--- src/csp_pkg.sv ---
package csp_pkg;

    // register bus geometry
    localparam int ADDR_W = 8;
    localparam int DATA_W = 32;
    localparam int REG_W = 16;

    // printed offsets are register indexes, byte address is four times
    localparam logic [31:0] CLK_CTRL_IDX = 32'h0500000a;
    localparam logic [31:0] PMU_CTRL_IDX = 32'h50000010;
    localparam logic [31:0] OSC_STAT_IDX = 32'h50000014;
    localparam logic [ADDR_W-1:0] CLK_CTRL_ADDR = ADDR_W'(CLK_CTRL_IDX << 2);
    localparam logic [ADDR_W-1:0] PMU_CTRL_ADDR = ADDR_W'(PMU_CTRL_IDX << 2);
    localparam logic [ADDR_W-1:0] OSC_STAT_ADDR = ADDR_W'(OSC_STAT_IDX << 2);

    // clock_source_control fields
    localparam int RUN_XTAL_BIT = 7;
    localparam int RUN_RC_BIT = 6;
    localparam int RUN_SLOW_BIT = 5;
    localparam int FILT_OFF_BIT = 3;
    localparam int XTAL_OFF_BIT = 2;
    localparam int SRC_LSB = 0;

    // power_management_control fields
    localparam int RET_LSB = 8;
    localparam int RET_BANKS = 4;
    localparam int BOOST_BIT = 7;
    localparam int BUCK_BIT = 6;
    localparam int COPY_DIV_LSB = 4;
    localparam int RADIO_PD_BIT = 2;
    localparam int PERIPH_PD_BIT = 1;
    localparam int WAKE_RST_BIT = 0;

    // oscillator status fields
    localparam int SETTLED_BIT = 0;
    localparam int TRIM_DONE_BIT = 1;
    localparam int BOOST_ACT_BIT = 2;
    localparam int BUCK_ACT_BIT = 3;

    // reset values
    localparam logic [1:0] SRC_RST = 2'h0;
    localparam logic [3:0] RET_RST = 4'h0;
    localparam logic [1:0] COPY_DIV_RST = 2'h0;
    localparam logic RADIO_PD_RST = 1'b1;
    localparam logic PERIPH_PD_RST = 1'b1;

    // bus responses
    localparam logic [1:0] RESP_OKAY = 2'h0;
    localparam logic [1:0] RESP_SLVERR = 2'h2;

    // timing
    localparam int CLK_PERIOD_PS = 5000;
    // settle time in ms; in ps it still fits a 32-bit int
    localparam int SETTLE_TIME_MS = 2;
    localparam int SETTLE_CYCLES_DEF =
        (SETTLE_TIME_MS * 1000000000 + CLK_PERIOD_PS - 1) / CLK_PERIOD_PS;
    localparam int SYNC_STAGES = 3;

    typedef enum logic [1:0] {
        SRC_FAST_XTAL = 2'b00,
        SRC_FAST_RC = 2'b01,
        SRC_SLOW = 2'b10
    } active_src_t;

endpackage

--- src/pin_sync.sv ---
`timescale 1ns/10ps
`default_nettype none
module pin_sync import csp_pkg::*; #(
    parameter int W = 1
) (
    input wire logic core_clk,
    input wire logic rst_b,
    input wire logic [W-1:0] pinIn,
    output logic [W-1:0] syncOut
);
    logic [W-1:0] stage1_r;
    logic [W-1:0] stage2_r;
    logic [W-1:0] stage3_r;

    always_ff @(posedge core_clk or negedge rst_b) begin
        if (!rst_b) begin
            stage1_r <= '0;
            stage2_r <= '0;
            stage3_r <= '0;
        end else begin
            stage1_r <= pinIn;
            stage2_r <= stage1_r;
            stage3_r <= stage2_r;
        end
    end

    // a bit moves only when the last two stages agree
    always_ff @(posedge core_clk or negedge rst_b) begin
        if (!rst_b) begin
            syncOut <= '0;
        end else begin
            for (int i = 0; i < W; i++) begin
                if (stage2_r[i] == stage3_r[i]) begin
                    syncOut[i] <= stage3_r[i];
                end
            end
        end
    end
endmodule
`default_nettype wire

--- src/settle_timer.sv ---
`timescale 1ns/10ps
`default_nettype none
module settle_timer import csp_pkg::*; #(
    parameter int unsigned CYCLES = SETTLE_CYCLES_DEF
) (
    input wire logic core_clk,
    input wire logic rst_b,
    input wire logic run,
    output logic done
);
    localparam int CW = $clog2(CYCLES + 1);
    localparam logic [CW-1:0] LAST = CW'(CYCLES);
    logic [CW-1:0] count_r;

    always_ff @(posedge core_clk or negedge rst_b) begin
        if (!rst_b) begin
            count_r <= '0;
        end else if (!run) begin
            count_r <= '0;
        end else if (count_r != LAST) begin
            count_r <= count_r + CW'(1);
        end
    end

    // one cycle past the full count, so strictly more than the time
    always_ff @(posedge core_clk or negedge rst_b) begin
        if (!rst_b) begin
            done <= 1'b0;
        end else begin
            done <= run && (count_r == LAST);
        end
    end
endmodule
`default_nettype wire

--- src/clock_source_power_ctrl.sv ---
// Overview of operation
// status bit 7 shows crystal clock, keeps it on
// status bit 6 shows fast RC clock
// status bit 5 shows slow oscillator clock
// bit 3 disables crystal glitch filter
// bit 2 stops crystal immediately
// crystal stays off across wakeup
// software never disables crystal while running on it
// software waits settled or trimmed before crystal
// bits 1:0 select crystal, RC or slow
// bits 11:8 retain or gate four banks
// bit 7 forces boost at wakeup, wins
// bit 6 forces buck unless boost set
// first force write locks both force bits
// bits 5:4 set mirroring clock division
// bit 2 powers down radio, resets one
// bit 1 powers down peripherals, resets one
// bit 0 resets device after wakeup
// settled only after over 2 ms
// trim done when trim applied
// divider codes divide by 1, 2, 4, 8
`timescale 1ns/10ps
`default_nettype none
module clock_source_power_ctrl import csp_pkg::*; #(
    parameter int unsigned SETTLE_CYCLES = SETTLE_CYCLES_DEF
) (
    input wire logic core_clk,
    input wire logic rst_b,
    input wire logic [ADDR_W-1:0] awaddr,
    input wire logic awvalid,
    output logic awready,
    input wire logic [DATA_W-1:0] wdata,
    input wire logic [3:0] wstrb,
    input wire logic wvalid,
    output logic wready,
    output logic [1:0] bresp,
    output logic bvalid,
    input wire logic bready,
    input wire logic [ADDR_W-1:0] araddr,
    input wire logic arvalid,
    output logic arready,
    output logic [DATA_W-1:0] rdata,
    output logic [1:0] rresp,
    output logic rvalid,
    input wire logic rready,
    input wire logic sleepIn,
    input wire logic trimDoneIn,
    input wire logic otpMirrorActive,
    output logic fastCrystalEnable,
    output logic fastCrystalGlitchFilterOff,
    output logic [1:0] systemClockActive,
    output logic [RET_BANKS-1:0] bankPowerGate,
    output logic dcdcBoost,
    output logic dcdcBuck,
    output logic radioPowerdown,
    output logic peripheralPowerdown,
    output logic wakeResetPulse,
    output logic otpCopyClkEn
);

    function automatic logic regHit(input logic [ADDR_W-1:0] a, input logic [ADDR_W-1:0] r);
        regHit = (a[ADDR_W-1:2] == r[ADDR_W-1:2]);
    endfunction

    function automatic logic [REG_W-1:0] laneMerge(input logic [REG_W-1:0] old,
                                                   input logic [DATA_W-1:0] d,
                                                   input logic [3:0] s);
        laneMerge = old;
        if (s[0]) begin
            laneMerge[7:0] = d[7:0];
        end
        if (s[1]) begin
            laneMerge[15:8] = d[15:8];
        end
    endfunction

    // code n divides by 2**n, so the terminal count is 2**n - 1
    function automatic logic [2:0] divLast(input logic [1:0] code);
        divLast = 3'((4'h1 << code) - 4'h1);
    endfunction

    // bus state
    logic awHeld_r;
    logic [ADDR_W-1:0] awAddr_r;
    logic wHeld_r;
    logic [DATA_W-1:0] wData_r;
    logic [3:0] wStrb_r;
    logic doWrite;
    logic wrClk;
    logic wrPmu;
    logic [REG_W-1:0] clkMerged;
    logic [REG_W-1:0] pmuMerged;

    // register fields
    logic filterOff_r;
    logic crystalOff_r;
    logic [1:0] srcSel_r;
    logic [RET_BANKS-1:0] retMask_r;
    logic forceBoost_r;
    logic forceBuck_r;
    logic forceLock_r;
    logic [1:0] copyDiv_r;
    logic radioPd_r;
    logic periphPd_r;
    logic wakeResetEn_r;

    // block state
    active_src_t activeSrc_r;
    active_src_t activeSrc_nxt;
    logic sleepSync;
    logic trimDoneSync;
    logic sleepPrev_r;
    logic wake;
    logic settled;
    logic [2:0] divCnt_r;
    logic [REG_W-1:0] clkView;
    logic [REG_W-1:0] pmuView;
    logic [REG_W-1:0] statView;

    pin_sync #(
        .W(2)
    ) u_pin_sync (
        .core_clk(core_clk),
        .rst_b(rst_b),
        .pinIn({trimDoneIn, sleepIn}),
        .syncOut({trimDoneSync, sleepSync})
    );

    settle_timer #(
        .CYCLES(SETTLE_CYCLES)
    ) u_settle_timer (
        .core_clk(core_clk),
        .rst_b(rst_b),
        .run(fastCrystalEnable),
        .done(settled)
    );

    // write channel: address and data taken in either order
    assign awready = !awHeld_r && !bvalid;
    assign wready = !wHeld_r && !bvalid;
    assign doWrite = awHeld_r && wHeld_r && !bvalid;
    assign wrClk = doWrite && regHit(awAddr_r, CLK_CTRL_ADDR);
    assign wrPmu = doWrite && regHit(awAddr_r, PMU_CTRL_ADDR);
    assign clkMerged = laneMerge(clkView, wData_r, wStrb_r);
    assign pmuMerged = laneMerge(pmuView, wData_r, wStrb_r);

    always_ff @(posedge core_clk or negedge rst_b) begin
        if (!rst_b) begin
            awHeld_r <= 1'b0;
            awAddr_r <= '0;
        end else if (awvalid && awready) begin
            awHeld_r <= 1'b1;
            awAddr_r <= awaddr;
        end else if (doWrite) begin
            awHeld_r <= 1'b0;
        end
    end

    always_ff @(posedge core_clk or negedge rst_b) begin
        if (!rst_b) begin
            wHeld_r <= 1'b0;
            wData_r <= '0;
            wStrb_r <= '0;
        end else if (wvalid && wready) begin
            wHeld_r <= 1'b1;
            wData_r <= wdata;
            wStrb_r <= wstrb;
        end else if (doWrite) begin
            wHeld_r <= 1'b0;
        end
    end

    always_ff @(posedge core_clk or negedge rst_b) begin
        if (!rst_b) begin
            bvalid <= 1'b0;
            bresp <= RESP_OKAY;
        end else if (doWrite) begin
            bvalid <= 1'b1;
            bresp <= (wrClk || wrPmu || regHit(awAddr_r, OSC_STAT_ADDR)) ?
                     RESP_OKAY : RESP_SLVERR;
        end else if (bready) begin
            bvalid <= 1'b0;
        end
    end

    // read channel: data one cycle after the address is taken
    assign arready = !rvalid;

    always_ff @(posedge core_clk or negedge rst_b) begin
        if (!rst_b) begin
            rvalid <= 1'b0;
            rdata <= '0;
            rresp <= RESP_OKAY;
        end else if (arvalid && arready) begin
            rvalid <= 1'b1;
            rresp <= RESP_OKAY;
            if (regHit(araddr, CLK_CTRL_ADDR)) begin
                rdata <= DATA_W'(clkView);
            end else if (regHit(araddr, PMU_CTRL_ADDR)) begin
                rdata <= DATA_W'(pmuView);
            end else if (regHit(araddr, OSC_STAT_ADDR)) begin
                rdata <= DATA_W'(statView);
            end else begin
                rdata <= '0;
                rresp <= RESP_SLVERR;
            end
        end else if (rready) begin
            rvalid <= 1'b0;
        end
    end

    // register views, reserved bits read zero
    always_comb begin
        clkView = '0;
        clkView[RUN_XTAL_BIT] = (activeSrc_r == SRC_FAST_XTAL);
        clkView[RUN_RC_BIT] = (activeSrc_r == SRC_FAST_RC);
        clkView[RUN_SLOW_BIT] = (activeSrc_r == SRC_SLOW);
        clkView[FILT_OFF_BIT] = filterOff_r;
        clkView[XTAL_OFF_BIT] = crystalOff_r;
        clkView[SRC_LSB +: 2] = srcSel_r;
    end

    always_comb begin
        pmuView = '0;
        pmuView[RET_LSB +: RET_BANKS] = retMask_r;
        pmuView[BOOST_BIT] = forceBoost_r;
        pmuView[BUCK_BIT] = forceBuck_r;
        pmuView[COPY_DIV_LSB +: 2] = copyDiv_r;
        pmuView[RADIO_PD_BIT] = radioPd_r;
        pmuView[PERIPH_PD_BIT] = periphPd_r;
        pmuView[WAKE_RST_BIT] = wakeResetEn_r;
    end

    always_comb begin
        statView = '0;
        statView[SETTLED_BIT] = settled;
        statView[TRIM_DONE_BIT] = trimDoneSync;
        statView[BOOST_ACT_BIT] = dcdcBoost;
        statView[BUCK_ACT_BIT] = dcdcBuck;
    end

    // clock_source_control writable fields
    always_ff @(posedge core_clk or negedge rst_b) begin
        if (!rst_b) begin
            filterOff_r <= 1'b0;
            crystalOff_r <= 1'b0;
            srcSel_r <= SRC_RST;
        end else if (wrClk) begin
            filterOff_r <= clkMerged[FILT_OFF_BIT];
            crystalOff_r <= clkMerged[XTAL_OFF_BIT];
            srcSel_r <= clkMerged[SRC_LSB +: 2];
        end
    end

    // power_management_control writable fields
    always_ff @(posedge core_clk or negedge rst_b) begin
        if (!rst_b) begin
            retMask_r <= RET_RST;
            copyDiv_r <= COPY_DIV_RST;
            radioPd_r <= RADIO_PD_RST;
            periphPd_r <= PERIPH_PD_RST;
            wakeResetEn_r <= 1'b0;
        end else if (wrPmu) begin
            retMask_r <= pmuMerged[RET_LSB +: RET_BANKS];
            copyDiv_r <= pmuMerged[COPY_DIV_LSB +: 2];
            radioPd_r <= pmuMerged[RADIO_PD_BIT];
            periphPd_r <= pmuMerged[PERIPH_PD_BIT];
            wakeResetEn_r <= pmuMerged[WAKE_RST_BIT];
        end
    end

    // force bits are one-shot: the first write that sets either freezes both
    always_ff @(posedge core_clk or negedge rst_b) begin
        if (!rst_b) begin
            forceBoost_r <= 1'b0;
            forceBuck_r <= 1'b0;
            forceLock_r <= 1'b0;
        end else if (wrPmu && !forceLock_r) begin
            forceBoost_r <= pmuMerged[BOOST_BIT];
            forceBuck_r <= pmuMerged[BUCK_BIT];
            forceLock_r <= pmuMerged[BOOST_BIT] || pmuMerged[BUCK_BIT];
        end
    end

    // active source; crystal is taken only once it is up and usable
    always_comb begin
        activeSrc_nxt = activeSrc_r;
        case (srcSel_r)
            2'b00: begin
                if (fastCrystalEnable && (settled || trimDoneSync)) begin
                    activeSrc_nxt = SRC_FAST_XTAL;
                end
            end
            2'b01: begin
                activeSrc_nxt = SRC_FAST_RC;
            end
            default: begin
                activeSrc_nxt = SRC_SLOW;
            end
        endcase
    end

    always_ff @(posedge core_clk or negedge rst_b) begin
        if (!rst_b) begin
            activeSrc_r <= SRC_FAST_XTAL;
        end else begin
            activeSrc_r <= activeSrc_nxt;
        end
    end

    always_ff @(posedge core_clk or negedge rst_b) begin
        if (!rst_b) begin
            systemClockActive <= SRC_FAST_XTAL;
        end else begin
            systemClockActive <= activeSrc_nxt;
        end
    end

    // off bit acts next edge and persists through sleep; running on it overrides
    always_ff @(posedge core_clk or negedge rst_b) begin
        if (!rst_b) begin
            fastCrystalEnable <= 1'b1;
        end else begin
            fastCrystalEnable <= !sleepSync &&
                (!crystalOff_r || activeSrc_r == SRC_FAST_XTAL);
        end
    end

    always_ff @(posedge core_clk or negedge rst_b) begin
        if (!rst_b) begin
            fastCrystalGlitchFilterOff <= 1'b0;
        end else begin
            fastCrystalGlitchFilterOff <= filterOff_r;
        end
    end

    // sleep tracking, wake is the fall of the synchronised sleep level
    assign wake = sleepPrev_r && !sleepSync;

    always_ff @(posedge core_clk or negedge rst_b) begin
        if (!rst_b) begin
            sleepPrev_r <= 1'b0;
        end else begin
            sleepPrev_r <= sleepSync;
        end
    end

    always_ff @(posedge core_clk or negedge rst_b) begin
        if (!rst_b) begin
            bankPowerGate <= '0;
        end else begin
            bankPowerGate <= sleepSync ? ~retMask_r : '0;
        end
    end

    // converter mode only changes at a wakeup
    always_ff @(posedge core_clk or negedge rst_b) begin
        if (!rst_b) begin
            dcdcBoost <= 1'b0;
            dcdcBuck <= 1'b0;
        end else if (wake) begin
            dcdcBoost <= forceBoost_r;
            dcdcBuck <= forceBuck_r && !forceBoost_r;
        end
    end

    always_ff @(posedge core_clk or negedge rst_b) begin
        if (!rst_b) begin
            radioPowerdown <= RADIO_PD_RST;
            peripheralPowerdown <= PERIPH_PD_RST;
        end else begin
            radioPowerdown <= radioPd_r;
            peripheralPowerdown <= periphPd_r;
        end
    end

    always_ff @(posedge core_clk or negedge rst_b) begin
        if (!rst_b) begin
            wakeResetPulse <= 1'b0;
        end else begin
            wakeResetPulse <= wake && wakeResetEn_r;
        end
    end

    // mirroring clock enable; runs undivided outside mirroring
    always_ff @(posedge core_clk or negedge rst_b) begin
        if (!rst_b) begin
            divCnt_r <= '0;
            otpCopyClkEn <= 1'b1;
        end else if (!otpMirrorActive) begin
            divCnt_r <= '0;
            otpCopyClkEn <= 1'b1;
        end else if (divCnt_r >= divLast(copyDiv_r)) begin
            divCnt_r <= '0;
            otpCopyClkEn <= 1'b1;
        end else begin
            divCnt_r <= divCnt_r + 3'h1;
            otpCopyClkEn <= 1'b0;
        end
    end

endmodule
`default_nettype wire

--- config.mk ---
export PLATFORM = sky130hd
export DESIGN_NAME = clock_source_power_ctrl
export DESIGN_NICKNAME = d
export VERILOG_FILES = /design/src/csp_pkg.sv /design/src/pin_sync.sv /design/src/settle_timer.sv /design/src/clock_source_power_ctrl.sv
export SDC_FILE = /design/constraint.sdc
export NUM_CORES = 1
export LEC_CHECK = 0
export BUFFER_PORTS_ARGS = -buffer_cell sky130_fd_sc_hd__buf_2
export CAP_MARGIN = 5
export CORE_MARGIN = 2
export CORE_UTILIZATION = 52
export CTS_CLUSTER_SIZE = 14
export DETAILED_ROUTE_END_ITERATION = 10
export HOLD_SLACK_MARGIN = 0.1
export PLACE_DENSITY = 0.86
export SYNTH_ARGS = -nofsm -noshare
export SYNTH_HDL_FRONTEND = slang
export SYNTH_SLANG_ARGS = --single-unit
export TNS_END_PERCENT = 20
--- constraint.sdc ---
create_clock -name core_clk -period 2 [get_ports core_clk]
set_input_delay 0.1 -clock core_clk [delete_from_list [all_inputs] [get_ports core_clk]]
set_output_delay 0.1 -clock core_clk [all_outputs]
set_load 0.02 [all_outputs]
==> impl_metrics.py, run 1 <==
metrics = {
    "outcome": {
        "status": "complete, no violations",
    },
    "sta": {
        "finalHoldViolCount": 0,
        "whs_ns": 0.143,
        "fin_setup_tns_ns": 0,
        "clock_skew_ns": 0.0142,
        "relSlewSlack": 0.559,
        "fmax_mhz": 563,
        "timing.final.crit_share": 0.888,
        "post-route-min-period_ns": 1.78,
        "rsz0062_at_grt": "false",
        "worstMarginPinSlew_ns": 0.660,
        "report.final.slew_viol_count": 0,
        "finalSetupViolCount": 0,
    },
    "layout": {
        "seq_area_mm2": 0.00251,
        "drive_gt1_frac": 0.284,
        "fin_nets": 525,
        "finalInstanceArea_mm2": 0.00518,
        "final_common_cell": "dfrtp_1",
        "multi_input_area_mm2": 0.00163,
        "fin_cells": 567,
        "final_cell_mix": "94 x dfrtp_1, 67 x buf_2, 27 x dlygate4sd3_1",
        "area_growth_pct": 19.8,
        "fillers": 591,
        "final_util": 0.637,
        "n_antenna_cell": 0,
    },
    "cts": {
        "cts_buffers": 9,
        "htreeDepth": 3,
        "clock_sinks": 100,
        "postCtsSetupRepairBufs": 0,
        "ctsLongestPathBuffers": 2,
        "clk_pin_slew_ns": 0.10,
        "root_buffer": "clkbuf_8",
        "tritoncts": "built",
        "cts_resized": 0,
        "clk-insertion-delay-late_ns": 0.35,
    },
    "placed_design": {
        "place_area_mm2": 0.00471,
        "io_buffers": 68,
        "dp_cells": 524,
        "place_congestion": 0.813,
        "dp_hpwl_um": 5770,
    },
    "drt": {
        "vias": 2996,
        "ant_nets": 0,
        "routed_wl_um": 8350,
        "wire_per_inst_um": 14.7,
        "via_per_inst": 5.28,
        "drc": 0,
        "drtIter0Drc": 113,
        "dr.pass1.iters": 4,
    },
    "yosys": {
        "syn_area_mm2": 0.00432,
        "synth.ff_latch_count": 100,
        "synth_ff_type": "dfrtp_1",
        "synthDistinctLibCells": 51,
        "synthCells": 357,
        "yosysSeqAreaShare": 0.581,
        "postSynthAreaPerCell_um2": 12.1,
        "yosysWarningCount": 0,
        "async_flop_share": 1.00,
        "synth-edff-count": 0,
    },
    "floorplanning": {
        "rows": 33,
        "start_util": 0.531,
        "die_w_um": 95.2,
        "die_area_mm2": 0.00906,
        "die_h_um": 95.2,
        "ios": 117,
        "core_mm2": 0.00813,
    },
    "global_route": {
        "antenna_found_initial": 0,
        "first_global_vias": 2968,
        "grt_max_degree": 50,
        "grt_first_pass_wirelength_um": 14000,
        "grt-ovfl-total": 0,
        "grt_usage": 0.200,
    },
    "power_and_ir_drop": {
        "combPwrFrac": 0.240,
        "switching_share": 0.323,
        "p_leak_nw": 2.47,
        "power.density_mw_per_mm2": 1060,
        "pwr-share-seq": 0.536,
        "p_sw_mw": 1.77,
        "p_int_mw": 3.72,
        "clock_power_share": 0.224,
        "ir_drop_mv": 0.695,
    },
    "setup_path": {
        "rr_startpoint": "u_settle_timer.count_r[15]",
        "critPathKind": "flip-flop to flip-flop",
        "crit_start": "u_settle_timer.count_r[15]",
        "worstPathRequired_ns": 2.26,
        "worstPathArrival_ns": 2.04,
        "crit_path_start_kind": "flip-flop",
        "cp-end-kind": "flip-flop",
        "crit_fanout": 6,
    },
    "hold_path": {
        "hp-start": "otpMirrorActive",
        "hp-class": "input port to flip-flop",
    },
    "flow_run": {
        "max_cap_violations": 0,
    },
}
-- registers in the layout (all words and copies together) (netlist names), 3 cells and up --
register                count
retMask_r                   4
u_settle_timer.count_r     19
rdata                      12
awAddr_r                    6
wData_r                    12
divCnt_r                    3
bankPowerGate               4
-- cell usage after synthesis, drive strengths merged, types with 4 or more instances --
cell / instances / share of area
nand2: 18 / 0.016
nor3: 4 / 0.0084
and3: 5 / 0.0075
a22o: 5 / 0.010
and2: 4 / 0.0058
a21oi: 14 / 0.016
ha: 6 / 0.017
nor2: 24 / 0.021
nand3: 7 / 0.0081
nand4: 8 / 0.019
a32oi: 4 / 0.0081
mux2: 38 / 0.099
or3: 8 / 0.012
buf: 24 / 0.042
nor2b: 5 / 0.0072
o21ai: 20 / 0.023
dfstp: 6 / 0.036
clkbuf: 7 / 0.0061
xor2: 9 / 0.018
dfrtp: 94 / 0.54
inv: 15 / 0.013
-- routing by layer --
layer | routed length, µm | track usage | share of wire | vias to the layer above
li1 | - | - | - | 1407
met1 | 3610 | 0.260 | 0.43 | 1498
met2 | 4280 | 0.345 | 0.51 | 83
met3 | 395 | 0.0372 | 0.047 | 8
met4 | 66 | 0.0519 | 0.0079 | 0
met5 | 0 | 0 | 0 | -
-- power by group through the flow --
stage	clock network (mW)	logic [mW]	registers, mW
final	1.23	1.32	2.94
after detailed placement	0	1.28	2.97
after global placement	0	1.22	2.94
after global routing	1.35	1.47	3.01
after floorplan	0	0.829	2.98
after CTS	1.27	1.33	2.93
-- critical path, cell delays in order, from the launching register on --
cell,delay (ns)
dfrtp_1,0.45
nor4bb_1,0.43
nand3_1,0.26
or3_1,0.40
a21oi_1,0.15
-- cell type report --
| class | instances | share of cell area |
|---|---|---|
| clock buffer | 11 | 0.0292 |
| clock inverter | 5 | 0.00894 |
| inverter | 15 | 0.0109 |
| multi-input combinational | 232 | 0.314 |
| sequential | 100 | 0.485 |
| tap | 105 | 0.0254 |
| timing repair buffer | 99 | 0.127 |
-- cells by family (layout without fill, tap and decap cells) --
logic type	count (synthesis)	after routing	share of synthesized area
AOI/OAI and AO/OA	53	53	0.0756
xor gates and xnor gates	11	11	0.0223
adders and majority gates	8	8	0.0220
buffers and inverters	46	130	0.0611
DFF	100	100	0.581
muxes	38	38	0.0990
other	1	22	0.000868
and+or+nand+nor	100	100	0.138
-- metrics by stage --
stage / setup slack, ns / total power, mW
after floorplan: 0.130 / 3.81
after global placement: 0.336 / 4.16
after detailed placement: 0.241 / 4.25
after CTS: 0.216 / 5.53
after global routing: 0.0651 / 5.83
final: 0.224 / 5.49
-- final timing paths --
path / cells after the start / end / slack (ns)
max: 4 / u_settle_timer.count_r[0] / 0.22
min: 3 / otpCopyClkEn / 0.14
max reg2reg: 4 / u_settle_timer.count_r[0] / 0.22
min reg2reg: 0 / u_pin_sync.stage2_r[1] / 0.35
max in group asynchronous: 3 / peripheralPowerdown / 1.10
min in group asynchronous: 2 / wHeld_r / 0.18
-- timing repair --
action / in CTS / in global routing
endpoints found under the setup margin: 0 / 0
hold endpoints to repair: 120 / 0
hold buffers: 27 / 0
Power figures use the tool's default switching activity.
==> run 2: changes to the inputs <==
Settings changed: CORE_MARGIN 2 to 1.5.
==> run 2 against run 1 <==
Clock skew decreased by 0.0029 ns. Count of clock-buffer cells in the layout decreased by 1. Maximum frequency rose by 2.0%. Utilization up 0.32 points. Final area rose by 0.51%. Die area is 2.1% lower.
==> impl_metrics.py, run 2 (synthesized netlist as in run 1, its figures left out) <==
metrics = {
    "outcome": {
        "status": "complete, no violations",
    },
    "setup_path": {
        "crit_path_start_kind": "flip-flop",
        "reg2reg_setup_slack_ns": 0.26,
        "cp_slowest_cell": "dfrtp_1",
        "critical-path-top-delay-family": "simple AND/OR/NAND/NOR gates",
        "worstPathArrival_ns": 1.99,
        "cp-end-kind": "flip-flop",
        "crit_start": "awAddr_r[2]",
        "cp_cell_sequence": "nor4_1 -> and2_1 -> nand3_1 -> mux2_1",
        "crit_fanout": 4,
        "critPathKind": "flip-flop to flip-flop",
        "critPathMaxStageDelay_ns": 0.41,
        "cp.buffers_inverters": 0,
        "rr_startpoint": "awAddr_r[2]",
        "worstPathRequired_ns": 2.25,
    },
    "power_and_ir_drop": {
        "combPwrFrac": 0.236,
        "ir_drop_mv": 0.795,
        "p_int_mw": 3.90,
        "power.density_mw_per_mm2": 1100,
        "clock_power_share": 0.250,
        "pwr-share-seq": 0.515,
        "p_leak_nw": 2.49,
        "p_sw_mw": 1.81,
        "switching_share": 0.317,
    },
    "cts": {
        "cts_buffers": 9,
        "clock_sinks": 100,
        "tritoncts": "built",
        "clk-insertion-delay-late_ns": 0.37,
        "clk_pin_slew_ns": 0.10,
        "ctsLongestPathBuffers": 2,
        "cts_resized": 0,
        "root_buffer": "clkbuf_8",
        "htreeDepth": 3,
        "postCtsHoldBufs": 27,
        "postCtsSetupRepairBufs": 0,
    },
    "floorplanning": {
        "start_util": 0.531,
        "rows": 33,
        "ios": 117,
        "core_mm2": 0.00813,
        "die_area_mm2": 0.00887,
        "die_h_um": 94.2,
        "die_w_um": 94.2,
    },
    "sta": {
        "post-route-min-period_ns": 1.74,
        "whs_ns": 0.117,
        "clock_skew_ns": 0.0112,
        "finalHoldViolCount": 0,
        "relSlewSlack": 0.569,
        "timing.final.crit_share": 0.870,
        "worstMarginPinSlew_ns": 0.645,
        "report.final.slew_viol_count": 0,
        "finalSetupViolCount": 0,
        "rsz0062_at_grt": "false",
        "fmax_mhz": 575,
        "fin_setup_tns_ns": 0,
    },
    "drt": {
        "drt-met1-wl_um": 3690,
        "dr.pass1.iters": 5,
        "routed_wl_um": 8530,
        "via_per_inst": 5.35,
        "routed.top_layer": "met4",
        "ant_nets": 0,
        "dr_wl_met2_um": 4230,
        "drtIter0Drc": 192,
        "drc": 0,
        "wire_per_inst_um": 15.0,
        "met3WireLength_um": 397,
        "vias": 3033,
    },
    "layout": {
        "fin_nets": 525,
        "finalInstanceArea_mm2": 0.00520,
        "largest_reg_flops": 19,
        "final_cell_mix": "94 x dfrtp_1, 67 x buf_2, 27 x dlygate4sd3_1",
        "n_antenna_cell": 0,
        "fin_cells": 567,
        "final_util": 0.640,
        "regMostFlops": "u_settle_timer.count_r",
        "top_regs": "u_settle_timer.count_r: 19 flops, rdata: 12 flops, wData_r: 12 flops",
        "final_common_cell": "dfrtp_1",
        "drive_gt1_frac": 0.281,
        "area_growth_pct": 20.4,
    },
    "global_route": {
        "grt_first_pass_wirelength_um": 14500,
        "grt_max_degree": 49,
        "grt_usage": 0.215,
        "first_global_vias": 3001,
        "antenna_found_initial": 0,
        "grt-ovfl-total": 0,
    },
    "placed_design": {
        "place_congestion": 0.791,
        "dp_cells": 524,
        "dp_hpwl_um": 5840,
        "io_buffers": 68,
        "place_area_mm2": 0.00471,
    },
    "hold_path": {
        "hp-start": "otpMirrorActive",
        "hp-class": "input port to flip-flop",
    },
    "flow_run": {
        "max_cap_violations": 0,
    },
}
run 2: cell types whose count changed in the layout (fill, tap and decap cells not counted):
cell	delta
inv_6	-1
clkbuf_1	+1
clkinvlp_4	-1
clkinv_8	-1
bufinv_16	+2
inv_8	+2
clkbuf_8	-2
run 2: final cells by class:
cell class | count | area [µm²]
multi-input cells | 232 | 1630
clock inverters | 6 | 96.3
well taps | 105 | 131
clock buffers | 10 | 128
inverters | 15 | 56.3
fillers | 603 | 2930
flip-flops and latches | 100 | 2510
repair buffers | 99 | 656
run 2: layer usage:
| metal | up-vias | GRT usage |
|---|---|---|
| met5 | - | 0 |
| li1 | 1416 | - |
| met3 | 16 | 0.0510 |
| met1 | 1509 | 0.289 |
| met4 | 0 | 0.0933 |
| met2 | 92 | 0.333 |
run 2: final timing paths:
path	to	cells past startpoint
worst min-delay path	otpCopyClkEn	3
worst max-delay path	retMask_r[1]	4
worst min register to register	u_pin_sync.stage2_r[0]	0
max in group asynchronous	periphPd_r	3
min in group asynchronous	u_settle_timer.count_r[6]	2
worst max register to register	retMask_r[1]	4
run 2: tightest hold or removal path: stages:
cell and delay (ns):
buf_2 0.07, nor2b_1 0.10, o21ai_0 0.18
run 2: power by group through the flow:
stage                     Sequential (mW)  Combinational, mW  Clock (mW)
final                                2.94               1.35        1.43
after global routing                 3.02               1.49        1.55
after CTS                            2.93               1.34        1.45
after detailed placement             2.97               1.29           0
after global placement               2.93               1.23           0
after floorplan                      2.98              0.829           0
run 2: through the flow:
stage | setup slack (ns) | total power [mW]
after floorplan | 0.130 | 3.81
after global placement | 0.355 | 4.16
after detailed placement | 0.306 | 4.26
after CTS | 0.287 | 5.72
after global routing | 0.101 | 6.06
final | 0.259 | 5.72
